## src/logic/dspcs_map.svh

```systemverilog
// Offsets, field positions, reset values and codes of the extension state.
`ifndef DSPCS_MAP_SVH
`define DSPCS_MAP_SVH
`define DSPCS_RESERVED_MSB 31
`define DSPCS_RESERVED_LSB 28
`define DSPCS_COND_MSB 27
`define DSPCS_COND_LSB 24
`define DSPCS_OVF_MSB 23
`define DSPCS_OVF_LSB 16
`define DSPCS_OVF_ACC_BASE 16
`define DSPCS_OVF_ADD 20
`define DSPCS_OVF_MUL 21
`define DSPCS_OVF_SHIFT 22
`define DSPCS_OVF_EXTRACT 23
`define DSPCS_EXTRACT_FAIL 14
`define DSPCS_CARRY 13
`define DSPCS_SIZE_MSB 12
`define DSPCS_SIZE_LSB 7
`define DSPCS_POS_MSB 5
`define DSPCS_POS_LSB 0
`define DSPCS_WRITE_MASK 32'h0FFF_7FBF
`define DSPCS_RESET 32'h0000_0000
`define DSPCS_POS_STEP 6'h20
`define DSPCS_DISABLED_CAUSE 5'h1A
`define DSPCS_ACC_RESET 32'h0000_0000
`endif

```

## src/logic/dspcs_pkg.sv

```systemverilog
// Types shared by the extension state files.
package dspcs_pkg;
   typedef enum logic [3:0] {
      DSPCS_OP_NONE = 4'h0,
      DSPCS_OP_WRITE_CTRL = 4'h1,
      DSPCS_OP_COMPARE = 4'h2,
      DSPCS_OP_ARITH = 4'h3,
      DSPCS_OP_ADD_CARRY_OUT = 4'h4,
      DSPCS_OP_ADD_CARRY_IN = 4'h5,
      DSPCS_OP_POS_EXTRACT = 4'h6,
      DSPCS_OP_POS_EXTRACT_DEC = 4'h7,
      DSPCS_OP_LOW_TO_HIGH = 4'h8,
      DSPCS_OP_ACC_WRITE = 4'h9,
      DSPCS_OP_ACC_READ = 4'hA,
      DSPCS_OP_INSERT = 4'hB
   } dspcs_op_t;
   typedef enum logic [1:0] {
      DSPCS_OVC_NONE = 2'h0,
      DSPCS_OVC_ADD = 2'h1,
      DSPCS_OVC_MUL = 2'h2,
      DSPCS_OVC_SHIFT = 2'h3
   } dspcs_ovf_class_t;
endpackage

```

## src/logic/dspcs_acc_bank.sv

```systemverilog
// Four high/low accumulator pairs selected by a two-bit index.
`include "dspcs_map.svh"
module dspcs_acc_bank #(
   parameter int WIDTH = 32,
   parameter int PAIRS = 4
) (
   input wire logic ref_clk,
   input wire logic srst,
   input wire logic wr_en,
   input wire logic [1:0] wr_sel,
   input wire logic [WIDTH-1:0] wr_hi,
   input wire logic [WIDTH-1:0] wr_lo,
   input wire logic [1:0] rd_sel,
   output logic [WIDTH-1:0] rd_hi,
   output logic [WIDTH-1:0] rd_lo
);
   logic [WIDTH-1:0] hi_q [PAIRS];
   logic [WIDTH-1:0] lo_q [PAIRS];
   logic [WIDTH-1:0] hi_d [PAIRS];
   logic [WIDTH-1:0] lo_d [PAIRS];

   // Each pair loads only when the two-bit index names it.
   for (genvar i = 0; i < PAIRS; i++) begin : g_pair
      always_comb begin
         hi_d[i] = hi_q[i];
         lo_d[i] = lo_q[i];
         if (wr_en && (wr_sel == 2'(i))) begin
            hi_d[i] = wr_hi;
            lo_d[i] = wr_lo;
         end
      end
      always_ff @(posedge ref_clk) begin
         if (srst) begin
            hi_q[i] <= WIDTH'(`DSPCS_ACC_RESET);
            lo_q[i] <= WIDTH'(`DSPCS_ACC_RESET);
         end else begin
            hi_q[i] <= hi_d[i];
            lo_q[i] <= lo_d[i];
         end
      end
   end

   assign rd_hi = hi_q[rd_sel];
   assign rd_lo = lo_q[rd_sel];
endmodule

```

## src/logic/dspcs_state.sv

```systemverilog
// Signal-processing extension state: accumulators and control/status register.
// Operation
// - Four accumulator pairs, two-bit destination select.
// - Reserved control bits always read zero.
// - Compare writes low condition bits only.
// - Overflow flags sticky until control write.
// - Accumulator overflow sets flag sixteen plus index.
// - Flags twenty to twenty-two by class, twenty-three by extract overflow.
// - Every position extract writes fail flag.
// - Carry written by carry-out, used by carry-in.
// - Variable insert takes size from size field.
// - Position field; decrementing extracts subtract extract size, position held when extract size exceeds it.
// - Low-to-high copy adds thirty-two to position.
// - Disabled access raises exception, cause twenty-six.
// - Static revision, present and rev2 bits.
`include "dspcs_map.svh"
module dspcs_state #(
   parameter int WIDTH = 32,
   parameter logic [2:0] ARCH_REVISION = 3'h0,
   parameter logic PRESENT = 1'b1,
   parameter logic REV2_PRESENT = 1'b1
) (
   input wire logic ref_clk,
   input wire logic srst,
   input wire logic extension_access_enable,
   input wire logic op_valid,
   input wire dspcs_pkg::dspcs_op_t op_code,
   input wire logic [1:0] acc_sel,
   input wire logic [WIDTH-1:0] wr_data,
   input wire logic [WIDTH-1:0] wr_data_hi,
   input wire logic [3:0] cmp_result,
   input wire logic [2:0] cmp_count,
   input wire logic acc_overflow,
   input wire dspcs_pkg::dspcs_ovf_class_t ovf_class,
   input wire logic extract_overflow,
   input wire logic carry_in_value,
   input wire logic [5:0] extract_size,
   output logic [WIDTH-1:0] ctrl_rdata,
   output logic [WIDTH-1:0] acc_hi_rdata,
   output logic [WIDTH-1:0] acc_lo_rdata,
   output logic carry_for_add,
   output logic [5:0] insert_size,
   output logic [5:0] bit_position,
   output logic disabled_exc,
   output logic [4:0] exc_cause,
   output logic [2:0] arch_revision_bits,
   output logic extension_present_bit,
   output logic extension_rev2_present_bit
);
   logic [31:0] ctrl_q;
   logic [31:0] ctrl_d;
   logic [WIDTH-1:0] acc_hi_q;
   logic [WIDTH-1:0] acc_lo_q;
   logic [WIDTH-1:0] bank_hi;
   logic [WIDTH-1:0] bank_lo;
   logic exc_q;
   logic exc_d;
   logic [4:0] cause_q;
   logic [4:0] cause_d;
   logic [2:0] rev_q;
   logic pres_q;
   logic pres2_q;
   logic go;
   logic acc_wr;
   logic [WIDTH-1:0] acc_wr_hi;
   logic [WIDTH-1:0] acc_wr_lo;
   logic [5:0] pos;
   logic [5:0] size;

   assign pos = ctrl_q[`DSPCS_POS_MSB:`DSPCS_POS_LSB];
   assign size = ctrl_q[`DSPCS_SIZE_MSB:`DSPCS_SIZE_LSB];
   // Nothing executes while the extension is disabled.
   assign go = op_valid && extension_access_enable && (op_code != dspcs_pkg::DSPCS_OP_NONE);

   always_comb begin
      acc_wr = 1'b0;
      acc_wr_hi = bank_hi;
      acc_wr_lo = bank_lo;
      if (go && op_code == dspcs_pkg::DSPCS_OP_ACC_WRITE) begin
         acc_wr = 1'b1;
         acc_wr_hi = wr_data_hi;
         acc_wr_lo = wr_data;
      end else if (go && op_code == dspcs_pkg::DSPCS_OP_LOW_TO_HIGH) begin
         acc_wr = 1'b1;
         acc_wr_hi = bank_lo;
         acc_wr_lo = wr_data;
      end
   end

   dspcs_acc_bank #(
      .WIDTH(WIDTH),
      .PAIRS(4)
   ) u_bank (
      .ref_clk(ref_clk),
      .srst(srst),
      .wr_en(acc_wr),
      .wr_sel(acc_sel),
      .wr_hi(acc_wr_hi),
      .wr_lo(acc_wr_lo),
      .rd_sel(acc_sel),
      .rd_hi(bank_hi),
      .rd_lo(bank_lo)
   );

   always_comb begin
      ctrl_d = ctrl_q;
      if (go) begin
         unique case (op_code)
            dspcs_pkg::DSPCS_OP_WRITE_CTRL: begin
               ctrl_d = wr_data[31:0] & `DSPCS_WRITE_MASK;
            end
            dspcs_pkg::DSPCS_OP_COMPARE: begin
               for (int i = 0; i < 4; i++) begin
                  if (i < int'(cmp_count)) begin
                     ctrl_d[`DSPCS_COND_LSB + i] = cmp_result[i];
                  end
               end
            end
            dspcs_pkg::DSPCS_OP_ARITH: begin
               if (acc_overflow) begin
                  ctrl_d[`DSPCS_OVF_ACC_BASE + int'(acc_sel)] = 1'b1;
               end
               unique case (ovf_class)
                  dspcs_pkg::DSPCS_OVC_ADD: ctrl_d[`DSPCS_OVF_ADD] = 1'b1;
                  dspcs_pkg::DSPCS_OVC_MUL: ctrl_d[`DSPCS_OVF_MUL] = 1'b1;
                  dspcs_pkg::DSPCS_OVC_SHIFT: ctrl_d[`DSPCS_OVF_SHIFT] = 1'b1;
                  dspcs_pkg::DSPCS_OVC_NONE: ;
               endcase
               if (extract_overflow) begin
                  ctrl_d[`DSPCS_OVF_EXTRACT] = 1'b1;
               end
            end
            dspcs_pkg::DSPCS_OP_ADD_CARRY_OUT: begin
               ctrl_d[`DSPCS_CARRY] = carry_in_value;
            end
            dspcs_pkg::DSPCS_OP_ADD_CARRY_IN: begin
               if (ovf_class == dspcs_pkg::DSPCS_OVC_ADD) begin
                  ctrl_d[`DSPCS_OVF_ADD] = 1'b1;
               end
            end
            dspcs_pkg::DSPCS_OP_POS_EXTRACT: begin
               ctrl_d[`DSPCS_EXTRACT_FAIL] = (pos < extract_size);
            end
            dspcs_pkg::DSPCS_OP_POS_EXTRACT_DEC: begin
               ctrl_d[`DSPCS_EXTRACT_FAIL] = (pos < extract_size);
               if (pos >= extract_size) begin
                  ctrl_d[`DSPCS_POS_MSB:`DSPCS_POS_LSB] = pos - extract_size;
               end
            end
            dspcs_pkg::DSPCS_OP_LOW_TO_HIGH: begin
               ctrl_d[`DSPCS_POS_MSB:`DSPCS_POS_LSB] = pos + `DSPCS_POS_STEP;
            end
            default: ;
         endcase
      end
   end

   always_comb begin
      exc_d = op_valid && !extension_access_enable
         && (op_code != dspcs_pkg::DSPCS_OP_NONE);
      cause_d = exc_d ? `DSPCS_DISABLED_CAUSE : 5'h00;
   end

   always_ff @(posedge ref_clk) begin
      if (srst) begin
         ctrl_q <= `DSPCS_RESET;
         exc_q <= 1'b0;
         cause_q <= 5'h00;
         acc_hi_q <= WIDTH'(`DSPCS_ACC_RESET);
         acc_lo_q <= WIDTH'(`DSPCS_ACC_RESET);
         rev_q <= 3'h0;
         pres_q <= 1'b0;
         pres2_q <= 1'b0;
      end else begin
         ctrl_q <= ctrl_d;
         exc_q <= exc_d;
         cause_q <= cause_d;
         acc_hi_q <= bank_hi;
         acc_lo_q <= bank_lo;
         rev_q <= ARCH_REVISION;
         pres_q <= PRESENT;
         pres2_q <= REV2_PRESENT;
      end
   end

   // Register copies keep every output straight from a flip-flop.
   assign ctrl_rdata = WIDTH'(ctrl_q);
   assign acc_hi_rdata = acc_hi_q;
   assign acc_lo_rdata = acc_lo_q;
   assign carry_for_add = ctrl_q[`DSPCS_CARRY];
   assign insert_size = size;
   assign bit_position = pos;
   assign disabled_exc = exc_q;
   assign exc_cause = cause_q;
   assign arch_revision_bits = rev_q;
   assign extension_present_bit = pres_q;
   assign extension_rev2_present_bit = pres2_q;

   reserved_zero_a: assert property (@(posedge ref_clk) disable iff (srst)
      ctrl_q[31:28] == 4'h0 && ctrl_q[15] == 1'b0 && ctrl_q[6] == 1'b0)
      else $error("Reserved control bits not zero.");
   ovf_sticky_a: assert property (@(posedge ref_clk) disable iff (srst)
      (|ctrl_q[23:16]) && !(go && op_code == dspcs_pkg::DSPCS_OP_WRITE_CTRL)
      |=> ((ctrl_q[23:16] & $past(ctrl_q[23:16])) == $past(ctrl_q[23:16])))
      else $error("Overflow flag cleared without control write.");
   acc_ovf_a: assert property (@(posedge ref_clk) disable iff (srst)
      go && op_code == dspcs_pkg::DSPCS_OP_ARITH && acc_overflow
      |=> ctrl_q[16 + int'($past(acc_sel))])
      else $error("Accumulator overflow flag not set.");
   extract_fail_a: assert property (@(posedge ref_clk) disable iff (srst)
      go && op_code == dspcs_pkg::DSPCS_OP_POS_EXTRACT
      |=> ctrl_q[14] == ($past(pos) < $past(extract_size)))
      else $error("Extract fail flag wrong.");
   carry_a: assert property (@(posedge ref_clk) disable iff (srst)
      go && op_code == dspcs_pkg::DSPCS_OP_ADD_CARRY_OUT
      |=> carry_for_add == $past(carry_in_value))
      else $error("Carry not written.");
   pos_step_a: assert property (@(posedge ref_clk) disable iff (srst)
      go && op_code == dspcs_pkg::DSPCS_OP_LOW_TO_HIGH
      |=> bit_position == 6'($past(pos) + 6'h20))
      else $error("Position not advanced by 32.");
   disabled_exc_a: assert property (@(posedge ref_clk) disable iff (srst)
      op_valid && !extension_access_enable && op_code != dspcs_pkg::DSPCS_OP_NONE
      |=> disabled_exc && exc_cause == 5'h1A && ctrl_q == $past(ctrl_q))
      else $error("Disabled access not trapped.");
   cond_write_a: assert property (@(posedge ref_clk) disable iff (srst)
      go && op_code == dspcs_pkg::DSPCS_OP_COMPARE && cmp_count == 3'h2
      |=> ctrl_q[25:24] == $past(cmp_result[1:0])
         && ctrl_q[27:26] == $past(ctrl_q[27:26]))
      else $error("Condition bits not written as counted.");
   ovf_class_a: assert property (@(posedge ref_clk) disable iff (srst)
      go && op_code == dspcs_pkg::DSPCS_OP_ARITH && ovf_class != dspcs_pkg::DSPCS_OVC_NONE
      |=> ctrl_q[`DSPCS_OVF_ADD - 1 + int'($past(ovf_class))])
      else $error("Class overflow flag not set.");
   extract_ovf_a: assert property (@(posedge ref_clk) disable iff (srst)
      go && op_code == dspcs_pkg::DSPCS_OP_ARITH && extract_overflow
      |=> ctrl_q[`DSPCS_OVF_EXTRACT])
      else $error("Extract overflow flag not set.");
   pos_dec_a: assert property (@(posedge ref_clk) disable iff (srst)
      go && op_code == dspcs_pkg::DSPCS_OP_POS_EXTRACT_DEC && pos >= extract_size
      |=> bit_position == 6'($past(pos) - $past(extract_size)))
      else $error("Position not reduced by extract size.");
   static_bits_a: assert property (@(posedge ref_clk) disable iff (srst)
      !srst |=> arch_revision_bits == ARCH_REVISION && extension_present_bit == PRESENT
         && extension_rev2_present_bit == REV2_PRESENT)
      else $error("Static configuration bits wrong.");
   exc_idle_a: assert property (@(posedge ref_clk) disable iff (srst)
      !(op_valid && !extension_access_enable && op_code != dspcs_pkg::DSPCS_OP_NONE)
      |=> !disabled_exc && exc_cause == 5'h00)
      else $error("Exception raised without disabled access.");
   reset_zero_a: assert property (@(posedge ref_clk)
      srst |=> ctrl_q == 32'h0000_0000)
      else $error("Control register not zero after reset.");
   cover_exc_c: cover property (@(posedge ref_clk) disable iff (srst) disabled_exc);
   cover_fail_c: cover property (@(posedge ref_clk) disable iff (srst) ctrl_q[14]);
   cover_ovf_c: cover property (@(posedge ref_clk) disable iff (srst) &ctrl_q[19:16]);
   cover_carry_c: cover property (@(posedge ref_clk) disable iff (srst) carry_for_add);
   cover_cond_c: cover property (@(posedge ref_clk) disable iff (srst)
      go && op_code == dspcs_pkg::DSPCS_OP_COMPARE);
endmodule

```

## config.mk

```make
export PLATFORM = sky130hd
export DESIGN_NAME = dspcs_state
export DESIGN_NICKNAME = d
export VERILOG_FILES = /design/src/logic/dspcs_pkg.sv /design/src/logic/dspcs_acc_bank.sv /design/src/logic/dspcs_state.sv
export VERILOG_INCLUDE_DIRS = /design/src /design/src/logic
export SDC_FILE = /design/constraint.sdc
export NUM_CORES = 1
export LEC_CHECK = 0
export ABC_AREA = 1
export BUFFER_PORTS_ARGS = -buffer_cell sky130_fd_sc_hd__clkbuf_2
export CAP_MARGIN = 10
export CORE_MARGIN = 5
export CORE_UTILIZATION = 40
export DETAILED_ROUTE_END_ITERATION = 16
export GPL_TIMING_DRIVEN = 0
export HOLD_SLACK_MARGIN = 0.12
export SYNTH_ARGS = -nofsm -noshare
export SYNTH_HDL_FRONTEND = slang
export SYNTH_HIERARCHICAL = 1
export SYNTH_SLANG_ARGS = --single-unit
```

## constraint.sdc

```tcl
create_clock -name ref_clk -period 7.8 [get_ports ref_clk]
set_input_delay 1.17 -clock ref_clk [delete_from_list [all_inputs] [get_ports ref_clk]]
set_output_delay 1.17 -clock ref_clk [all_outputs]
set_load 0.01 [all_outputs]
```

Word level (Yosys, flattened, before mapping)
Memory sizes are Yosys's and may differ from the RTL's.
Cells that the tools add are included.
Widths: inputs -> output; s select.
{"block": "word_totals", "mem_count": 2, "out_inout_bits": 120, "word_cells": 154, "reg_bits": 103, "ram_bits": 256, "inputBits": 92}
{"memory": "u_bank.hi_q", "words": 4, "word_bits": 32, "rd": 1, "rd_clocked_by_memory_dff": 0, "write_ports": 4, "line": "dspcs_acc_bank.sv:17", "text": "logic [WIDTH-1:0] hi_q [PAIRS];"}
{"memory": "u_bank.lo_q", "words": 4, "word_bits": 32, "rd": 1, "rd_clocked_by_memory_dff": 0, "write_ports": 4, "line": "dspcs_acc_bank.sv:18", "text": "logic [WIDTH-1:0] lo_q [PAIRS];"}
{"block": "op_classes", "bitwise_logic": 9, "reduce_logical": 37, "n_eq_ne": 30, "n_mux": 48, "n_addsub": 3, "n_lt_le_gt_ge": 8}
{"operator": "$mux 32", "n": 21}
{"operator": "$or 32x32->32", "n": 1}
{"operator": "$pmux 6 s4", "n": 1}
{"operator": "$reduce_and 4->1", "n": 6}
{"operator": "$reduce_and 3->1", "n": 6}
{"operator": "$eq 4x3->1 const B", "n": 4}
{"operator": "$mux 1", "n": 15}
{"operator": "$ne 2x2->1 const B", "n": 7}
{"operator": "$pmux 7 s2", "n": 1}
{"operator": "$pmux 4 s3", "n": 1}
{"operator": "$reduce_bool 3->1", "n": 4}
{"operator": "$logic_and 1x1->1", "n": 11}
{"operator": "$pmux 5 s2", "n": 1}
{"operator": "$pmux 1 s3", "n": 3}
{"operator": "$eq 2x2->1 const B", "n": 4}
{"operator": "$eq 4x2->1 const B", "n": 2}
{"operator": "$eq 4x4->1 const B", "n": 2}
{"operator": "$or 1x1->1", "n": 8}
{"operator": "$pmux 4 s2", "n": 1}
{"operator": "$reduce_and 2->1", "n": 4}
{"operator": "$reduce_bool 4->1", "n": 2}
{"operator": "$add 5x2->6 const A", "n": 1}
{"operator": "$add 6x6->6 const B", "n": 1}
{"operator": "$ge 6x1->1 const B", "n": 1}
{"operator": "19 further kinds", "n": 27}

Depth between registers and ports, before layout
Gate-level depths: netlist (run 1).
{"block": "logic_depth", "ltp_word": 9, "depth_mapped": 14, "mapped_depth_nobuf": 12}

Cells and area by module
Netlist (run 1), hierarchy kept.
{"module": "dspcs_acc_bank", "seq_area_each_um2": 7687.4, "n_inst": 1, "area_each_um2": 12180.4, "cells_each": 1364}
{"module": "dspcs_state", "seq_area_each_um2": 1841.8, "n_inst": 1, "area_each_um2": 4991.0, "cells_each": 758}

Least setup slack after synthesis (run 1)
Ideal clock, no wire load.
{"block": "synth_path", "path_type": "input to register", "start": "input port op_code[3]", "end": "memory u_bank.hi_q[1][0], enable pin", "path_stages": 11, "t_arrival_ns": 6.712, "setup_slack_ns": 0.514, "cell_sequence": "inv_2 > nor2_2 > nand2_2 > inv_2 > nand2_4 > nand2_2 > buf_6 > buf_4 > clkbuf_2 > nand2_1 > o21ai_0"}
{"item": "from (decl)", "line": "dspcs_state.sv:27", "text": "input wire dspcs_pkg::dspcs_op_t op_code,"}
{"item": "to (decl)", "line": "dspcs_acc_bank.sv:17"}

==> results.toml, run 1 <==
[outcome]
status = "complete, no violations"

[sta]
setup-violations-final = 0
worst_slack_ns = 4.01
max_slew_margin_pct = 32.1
hold_viol_final = 0
skew_ns = 0.0212
rsz0062_at_grt = "false"
fmax_mhz = 264
slew_violations = 0
period_needed_ns = 3.79
worst_slew_pin_slew_ns = 1.02
period_share_pct = 48.6

[grt]
overflow = 0
antenna_found_initial = 1
grt_max_degree = 37
grt_util_all_layers_pct = 21.8
grt_pass1_vias = 14139
grt_pass1_wl_um = 79500

[critical_path]
cp-start-kind = "primary input"
crit_path_top_delay_cell = "o21ai_4"
critical_path.top_delay_family = "buffers and inverters"
rrSetupSlack_ns = 5.79
crit_type = "in2reg"
crit_buf_inv = 7
crit_required_ns = 8.05
cp.depth = 13
crit_arrival_ns = 4.04
cp_slowest_stage_delay_ns = 0.67
path_cells = "clkbuf_2 > nor2_4 > nand2_2 > inv_2 > nand2_4 > nand2_2 > buf_6 > buf_4 > clkbuf_2 > nand2_1 > o21ai_4 > buf_16 > buf_16"
crit_path_max_fanout = 20
reg2regPathDepth = 11
crit_path_end_kind = "flip-flop"

[logic_synthesis]
yosysSeqAreaShare_pct = 55.5
avgSynthCellArea_um2 = 8.09
ys_warn_count = 6
syn_area_um2 = 17200
ys_seq_elements = 348
synth_async_sr_flop_share_pct = 0
ys_types = 35
ys_dominant_reg_cell = "edfxtp_1"
synth_cells = 2122
synth_edf_count = 256

[cells_and_area]
layout.cells.non_filler = 2960
area_growth_syn_to_layout_pct = 18.9
design_area_um2 = 20400
finalNetCount = 2481
drive_gt1_share_pct = 16.9
layout_common_cells = "456 x nand2_1, 432 x inv_1, 401 x nor2_1"
fin_util_pct = 47.7
final_common_cell = "nand2_1"

[placement]
io_buffers = 200
placedInstanceArea_um2 = 19100
dp_slack_ns = 3.49
place_hpwl_um = 36800
routabilityCongestion = 0.854
placed_cells = 2886

[cts]
ctsResizeCount = 0
clock_latency_ns = 0.56
cts_setup_buffers = 0
cts_root_buf = "clkbuf_16"
numCtsBuffers = 40
htree_levels = 2
cts.clk_slew.worst_paths_ns = 0.06
cts_tree = "built"
ctsHoldBuffers = 0
max-clock-path-buffers = 3
cts.sink_count = 348

[routing]
drt-wirelength-per-cell_um = 17.6
first_pass_iters = 6
drc = 0
drtIter0Drc = 1098
ant_nets = 0
num_vias = 14301
routed_wl_um = 52100
via_per_inst = 4.83

[power_and_ir_drop]
finalPower_uw = 4400
power_density_nw_per_um2 = 216
irDropWorstVdd_mv = 0.140
static-leakage-power_uw = 0.00998

[floorplanning]
num_io_pins = 212
die_w_um = 217
initial_utilization_pct = 40.1
dieArea_um2 = 47200
die_y_um = 217
core_um2 = 42800
rows = 76

[hold_path]
hp-class = "reg2reg"
whs_path_depth = 2

[run]
cap_violations = 0
[power breakdown]
part / total [uW] / internal, uW / switching, uW
sequential: 2080 / 2060 / 22.7
combinational: 471 / 148 / 323
clock: 1850 / 1100 / 752
[area by class of cell]
class / count / area [um2]
Antenna cell: 1 / 2.50
Tap cell: 546 / 683
Sequential cell: 348 / 9530
Clock inverter: 13 / 150
Timing Repair Buffer: 208 / 1210
Inverter: 439 / 1650
Multi-Input combinational cell: 1215 / 5220
Buffer: 130 / 843
Fill cell: 4189 / 22400
Clock buffer: 60 / 1130
[through the flow]
stage / hold WS [ns] / TNS [ns]
after detailed placement: 0.454 / 0
after CTS: 0.466 / 0
after floorplan: 0.480 / 0
final: 0.466 / 0
after global routing: 0.494 / 0
after global placement: 0.452 / -506.14
[path summary, 6_finish.rpt]
kind,startpoint,endpoint
max reg2reg,ctrl_rdata[0]$_SDFFE_PP0P_,ctrl_rdata[4]$_SDFFE_PP0P_
min,ctrl_rdata[23]$_SDFFE_PP0P_,ctrl_rdata[23]$_SDFFE_PP0P_
max,op_code[1],u_bank/lo_q[1][19]$_SDFFCE_PN0P_
min reg2reg,ctrl_rdata[23]$_SDFFE_PP0P_,ctrl_rdata[23]$_SDFFE_PP0P_
[flip-flops by register name (all words and copies together), names as in the netlist]
signal                      count
ctrl_rdata                     26
u_bank/lo_q                   128
exc_cause                       1
acc_hi_rdata                   32
acc_lo_rdata                   32
extension_rev2_present_bit      1
u_bank/hi_q                   128
[kinds of logic after synthesis]
logic type | synth area share [%]
and+or+nand+nor | 25.3
buffers and inverters | 14.5
DFF | 55.5
AOI/OAI and AO/OA | 3.99
adders and majority gates | 0.554
other | 0.0218
xor gates and xnor gates | 0.0510
muxes | 0.0583
[worst reg2reg max path, stage by stage (launching register included)]
cell and delay (ns):
dfxtp_1 0.40, inv_1 0.06, ha_1 0.21, fa_1 0.41, inv_1 0.09, nand2_1 0.07, nand3_1 0.10, nor2_1 0.05
nor2_1 0.25, nand3_1 0.12, nand2_1 0.11, nor2_1 0.05
[per-layer routing]
layer  vias up  share of wire, %  global-route usage, %
met2       560                47                   36.2
met3       102               8.2                   3.95
li1       7016                 -                      -
met1      6623                42                   28.7
met4         0               3.4                   7.79
met5         -                 0                      0
[cell usage after synthesis, drive strengths merged, types with 2 or more instances]
library cell / instances / share of area (%)
nand2: 467 / 10
buf: 116 / 4.6
a21oi: 23 / 0.67
dfxtp: 92 / 11
clkbuf: 14 / 0.31
o21ai: 68 / 2.1
a31oi: 32 / 1.2
nand3: 193 / 5.7
edfxtp: 256 / 45
ha: 6 / 0.44
inv: 438 / 9.6
nor2: 406 / 9.0
nor3: 2 / 0.058
Note: power is estimated with default switching activity, not from simulation.
==> run 2, diff against run 1 <==
==> constraint.sdc (replaced) <==
create_clock -name ref_clk -period 3.7 [get_ports ref_clk]
set_input_delay 0.555 -clock ref_clk [delete_from_list [all_inputs] [get_ports ref_clk]]
set_output_delay 0.555 -clock ref_clk [all_outputs]
set_load 0.01 [all_outputs]
==> results.toml, run 2 (same netlist as run 1, synthesis figures left out) <==
[outcome]
status = "complete, no violations"

[sta]
slew_violations = 0
skew_ns = 0.0213
max_slew_margin_pct = 35.9
fmax_mhz = 297
hold_ws_ns = 0.184
period_share_pct = 90.9
period_needed_ns = 3.36
worst_slew_pin_slew_ns = 0.961
hold_viol_final = 0
rsz0062_at_grt = "false"
setup-violations-final = 0

[cells_and_area]
layout.cells.non_filler = 2961
fill_cells = 4250
fin_util_pct = 47.8
design_area_um2 = 20500
final_common_cell = "nand2_1"
diodes = 0
reg_top3 = "u_bank/hi_q: 128 flops, u_bank/lo_q: 128 flops"
area_growth_syn_to_layout_pct = 19.1
layout_common_cells = "456 x nand2_1, 432 x inv_1, 401 x nor2_1"
drive_gt1_share_pct = 17.1
finalNetCount = 2482

[placement]
placedInstanceArea_um2 = 19200
io_buffers = 200
routabilityCongestion = 0.866
placed_cells = 2886
place_hpwl_um = 36500

[floorplanning]
die_w_um = 217
initial_utilization_pct = 40.1
num_io_pins = 212
core_um2 = 42800
rows = 76
die_y_um = 217
dieArea_um2 = 47200

[grt]
overflow = 0
grt_util_all_layers_pct = 21.4
antenna_found_initial = 0
grt_pass1_wl_um = 78500
grt_pass1_vias = 13969
grt_max_degree = 57

[power_and_ir_drop]
netSwitchingPower_uw = 2300
p_int_uw = 6990
irDropWorstVdd_mv = 0.267
p_seq_share_pct = 47.2
p_comb_share_pct = 10.6
p_sw_share_pct = 24.8
power_frac_clock_pct = 42.2
power_density_nw_per_um2 = 454
finalPower_uw = 9290
static-leakage-power_uw = 0.0100

[routing]
ant_nets = 0
routed_wl_um = 51400
drc = 0
first_pass_iters = 5
via_per_inst = 4.80
drt-wirelength-per-cell_um = 17.4
drtIter0Drc = 1195
num_vias = 14223

[cts]
cts_root_buf = "clkbuf_16"
max-clock-path-buffers = 3
clock_latency_ns = 0.55
ctsHoldBuffers = 0
cts.sink_count = 348
htree_levels = 2
cts_setup_buffers = 0
numCtsBuffers = 41
cts_tree = "built"
ctsResizeCount = 0
cts.clk_slew.worst_paths_ns = 0.06

[critical_path]
cp-start-kind = "primary input"
rrSetupSlack_ns = 1.67
crit_path_end_kind = "flip-flop"
crit_path_max_fanout = 22
r2r-start = "ctrl_rdata[0]$_SDFFE_PP0P_"
crit_required_ns = 3.95
crit_arrival_ns = 3.61
startpoint = "op_code[3]"
cp-endpoint = "u_bank/hi_q[1][13]$_SDFFCE_PN0P_"
worstReg2RegEnd = "ctrl_rdata[3]$_SDFFE_PP0P_"
reg2regPathDepth = 11
crit_type = "in2reg"

[run]
cap_violations = 0

[hold_path]
worstHoldStart = "extension_access_enable"
hp-class = "in2reg"
run 2: changes by cell type in the layout (fill, tap and decap cells not counted):
| cell | before | now |
|---|---|---|
| clkbuf_16 | 40 | 43 |
| clkinv_1 | 5 | 2 |
| buf_12 | 2 | 0 |
| buf_16 | 6 | 8 |
| clkbuf_8 | 5 | 3 |
| clkinv_2 | 4 | 6 |
| clkinvlp_4 | 0 | 2 |
| bufinv_16 | 3 | 2 |
| clkbuf_1 | 28 | 29 |
| clkinv_8 | 1 | 0 |
| diode_2 | 1 | 0 |
| inv_6 | 2 | 3 |
run 2: layout make-up:
cell class / count / area [um2] / area share, %
Tap cell: 546 / 683 / 3.34
Inverter: 439 / 1650 / 8.08
Clock inverter: 13 / 126 / 0.618
Multi-Input combinational cell: 1215 / 5220 / 25.5
Timing Repair Buffer: 208 / 1220 / 5.97
Sequential cell: 348 / 9530 / 46.6
Clock buffer: 62 / 1180 / 5.76
Buffer: 130 / 843 / 4.12
run 2: power by group through the flow:
| stage | logic (uW) | clock network (uW) | registers (uW) |
|---|---|---|---|
| floorplan | 566 | 0 | 4490 |
| global placement | 939 | 0 | 4470 |
| detailed placement | 980 | 0 | 4470 |
| CTS | 986 | 4020 | 4380 |
| global route | 1100 | 4170 | 4400 |
| finish | 984 | 3930 | 4380 |
run 2: how the worst min path moves through the flow:
stage,to,slack [ns],cells after the start
floorplan,ctrl_rdata[21]$_SDFFE_PP0P_,0.48,2
global placement,ctrl_rdata[23]$_SDFFE_PP0P_,0.45,2
detailed placement,ctrl_rdata[23]$_SDFFE_PP0P_,0.46,2
CTS,exc_cause[3]$_SDFF_PP0_,0.16,2
global route,exc_cause[3]$_SDFF_PP0_,0.19,2
finish,exc_cause[3]$_SDFF_PP0_,0.18,2
run 2: worst max-delay path, cell delays in order:
cell and delay [ns]:
clkbuf_2 0.13, inv_2 0.06, nor2_2 0.13, nand2_2 0.18, inv_2 0.23, nand2_4 0.12, nand2_2 0.09, buf_6 0.19
buf_4 0.22, clkbuf_2 0.20, nand2_1 0.11, o21ai_4 0.75, buf_16 0.25, buf_16 0.17, buf_16 0.17
run 2: routing by layer:
layer	GRT usage, %	part of all wire [%]	up-vias
met5	0	0	-
met4	6.34	2.4	0
met3	3.53	8.0	78
met2	35.6	47	536
met1	29.0	42	6599
li1	-	-	7010
run 2: metrics by stage:
stage	setup TNS [ns]	worst slack, ns
3_5_place_dp	-4.44	-0.237
4_1_cts	0	0.346
2_1_floorplan	0	0.294
5_1_grt	0	0.197
6_report	0	0.337
3_3_place_gp	-295.33	-1.48
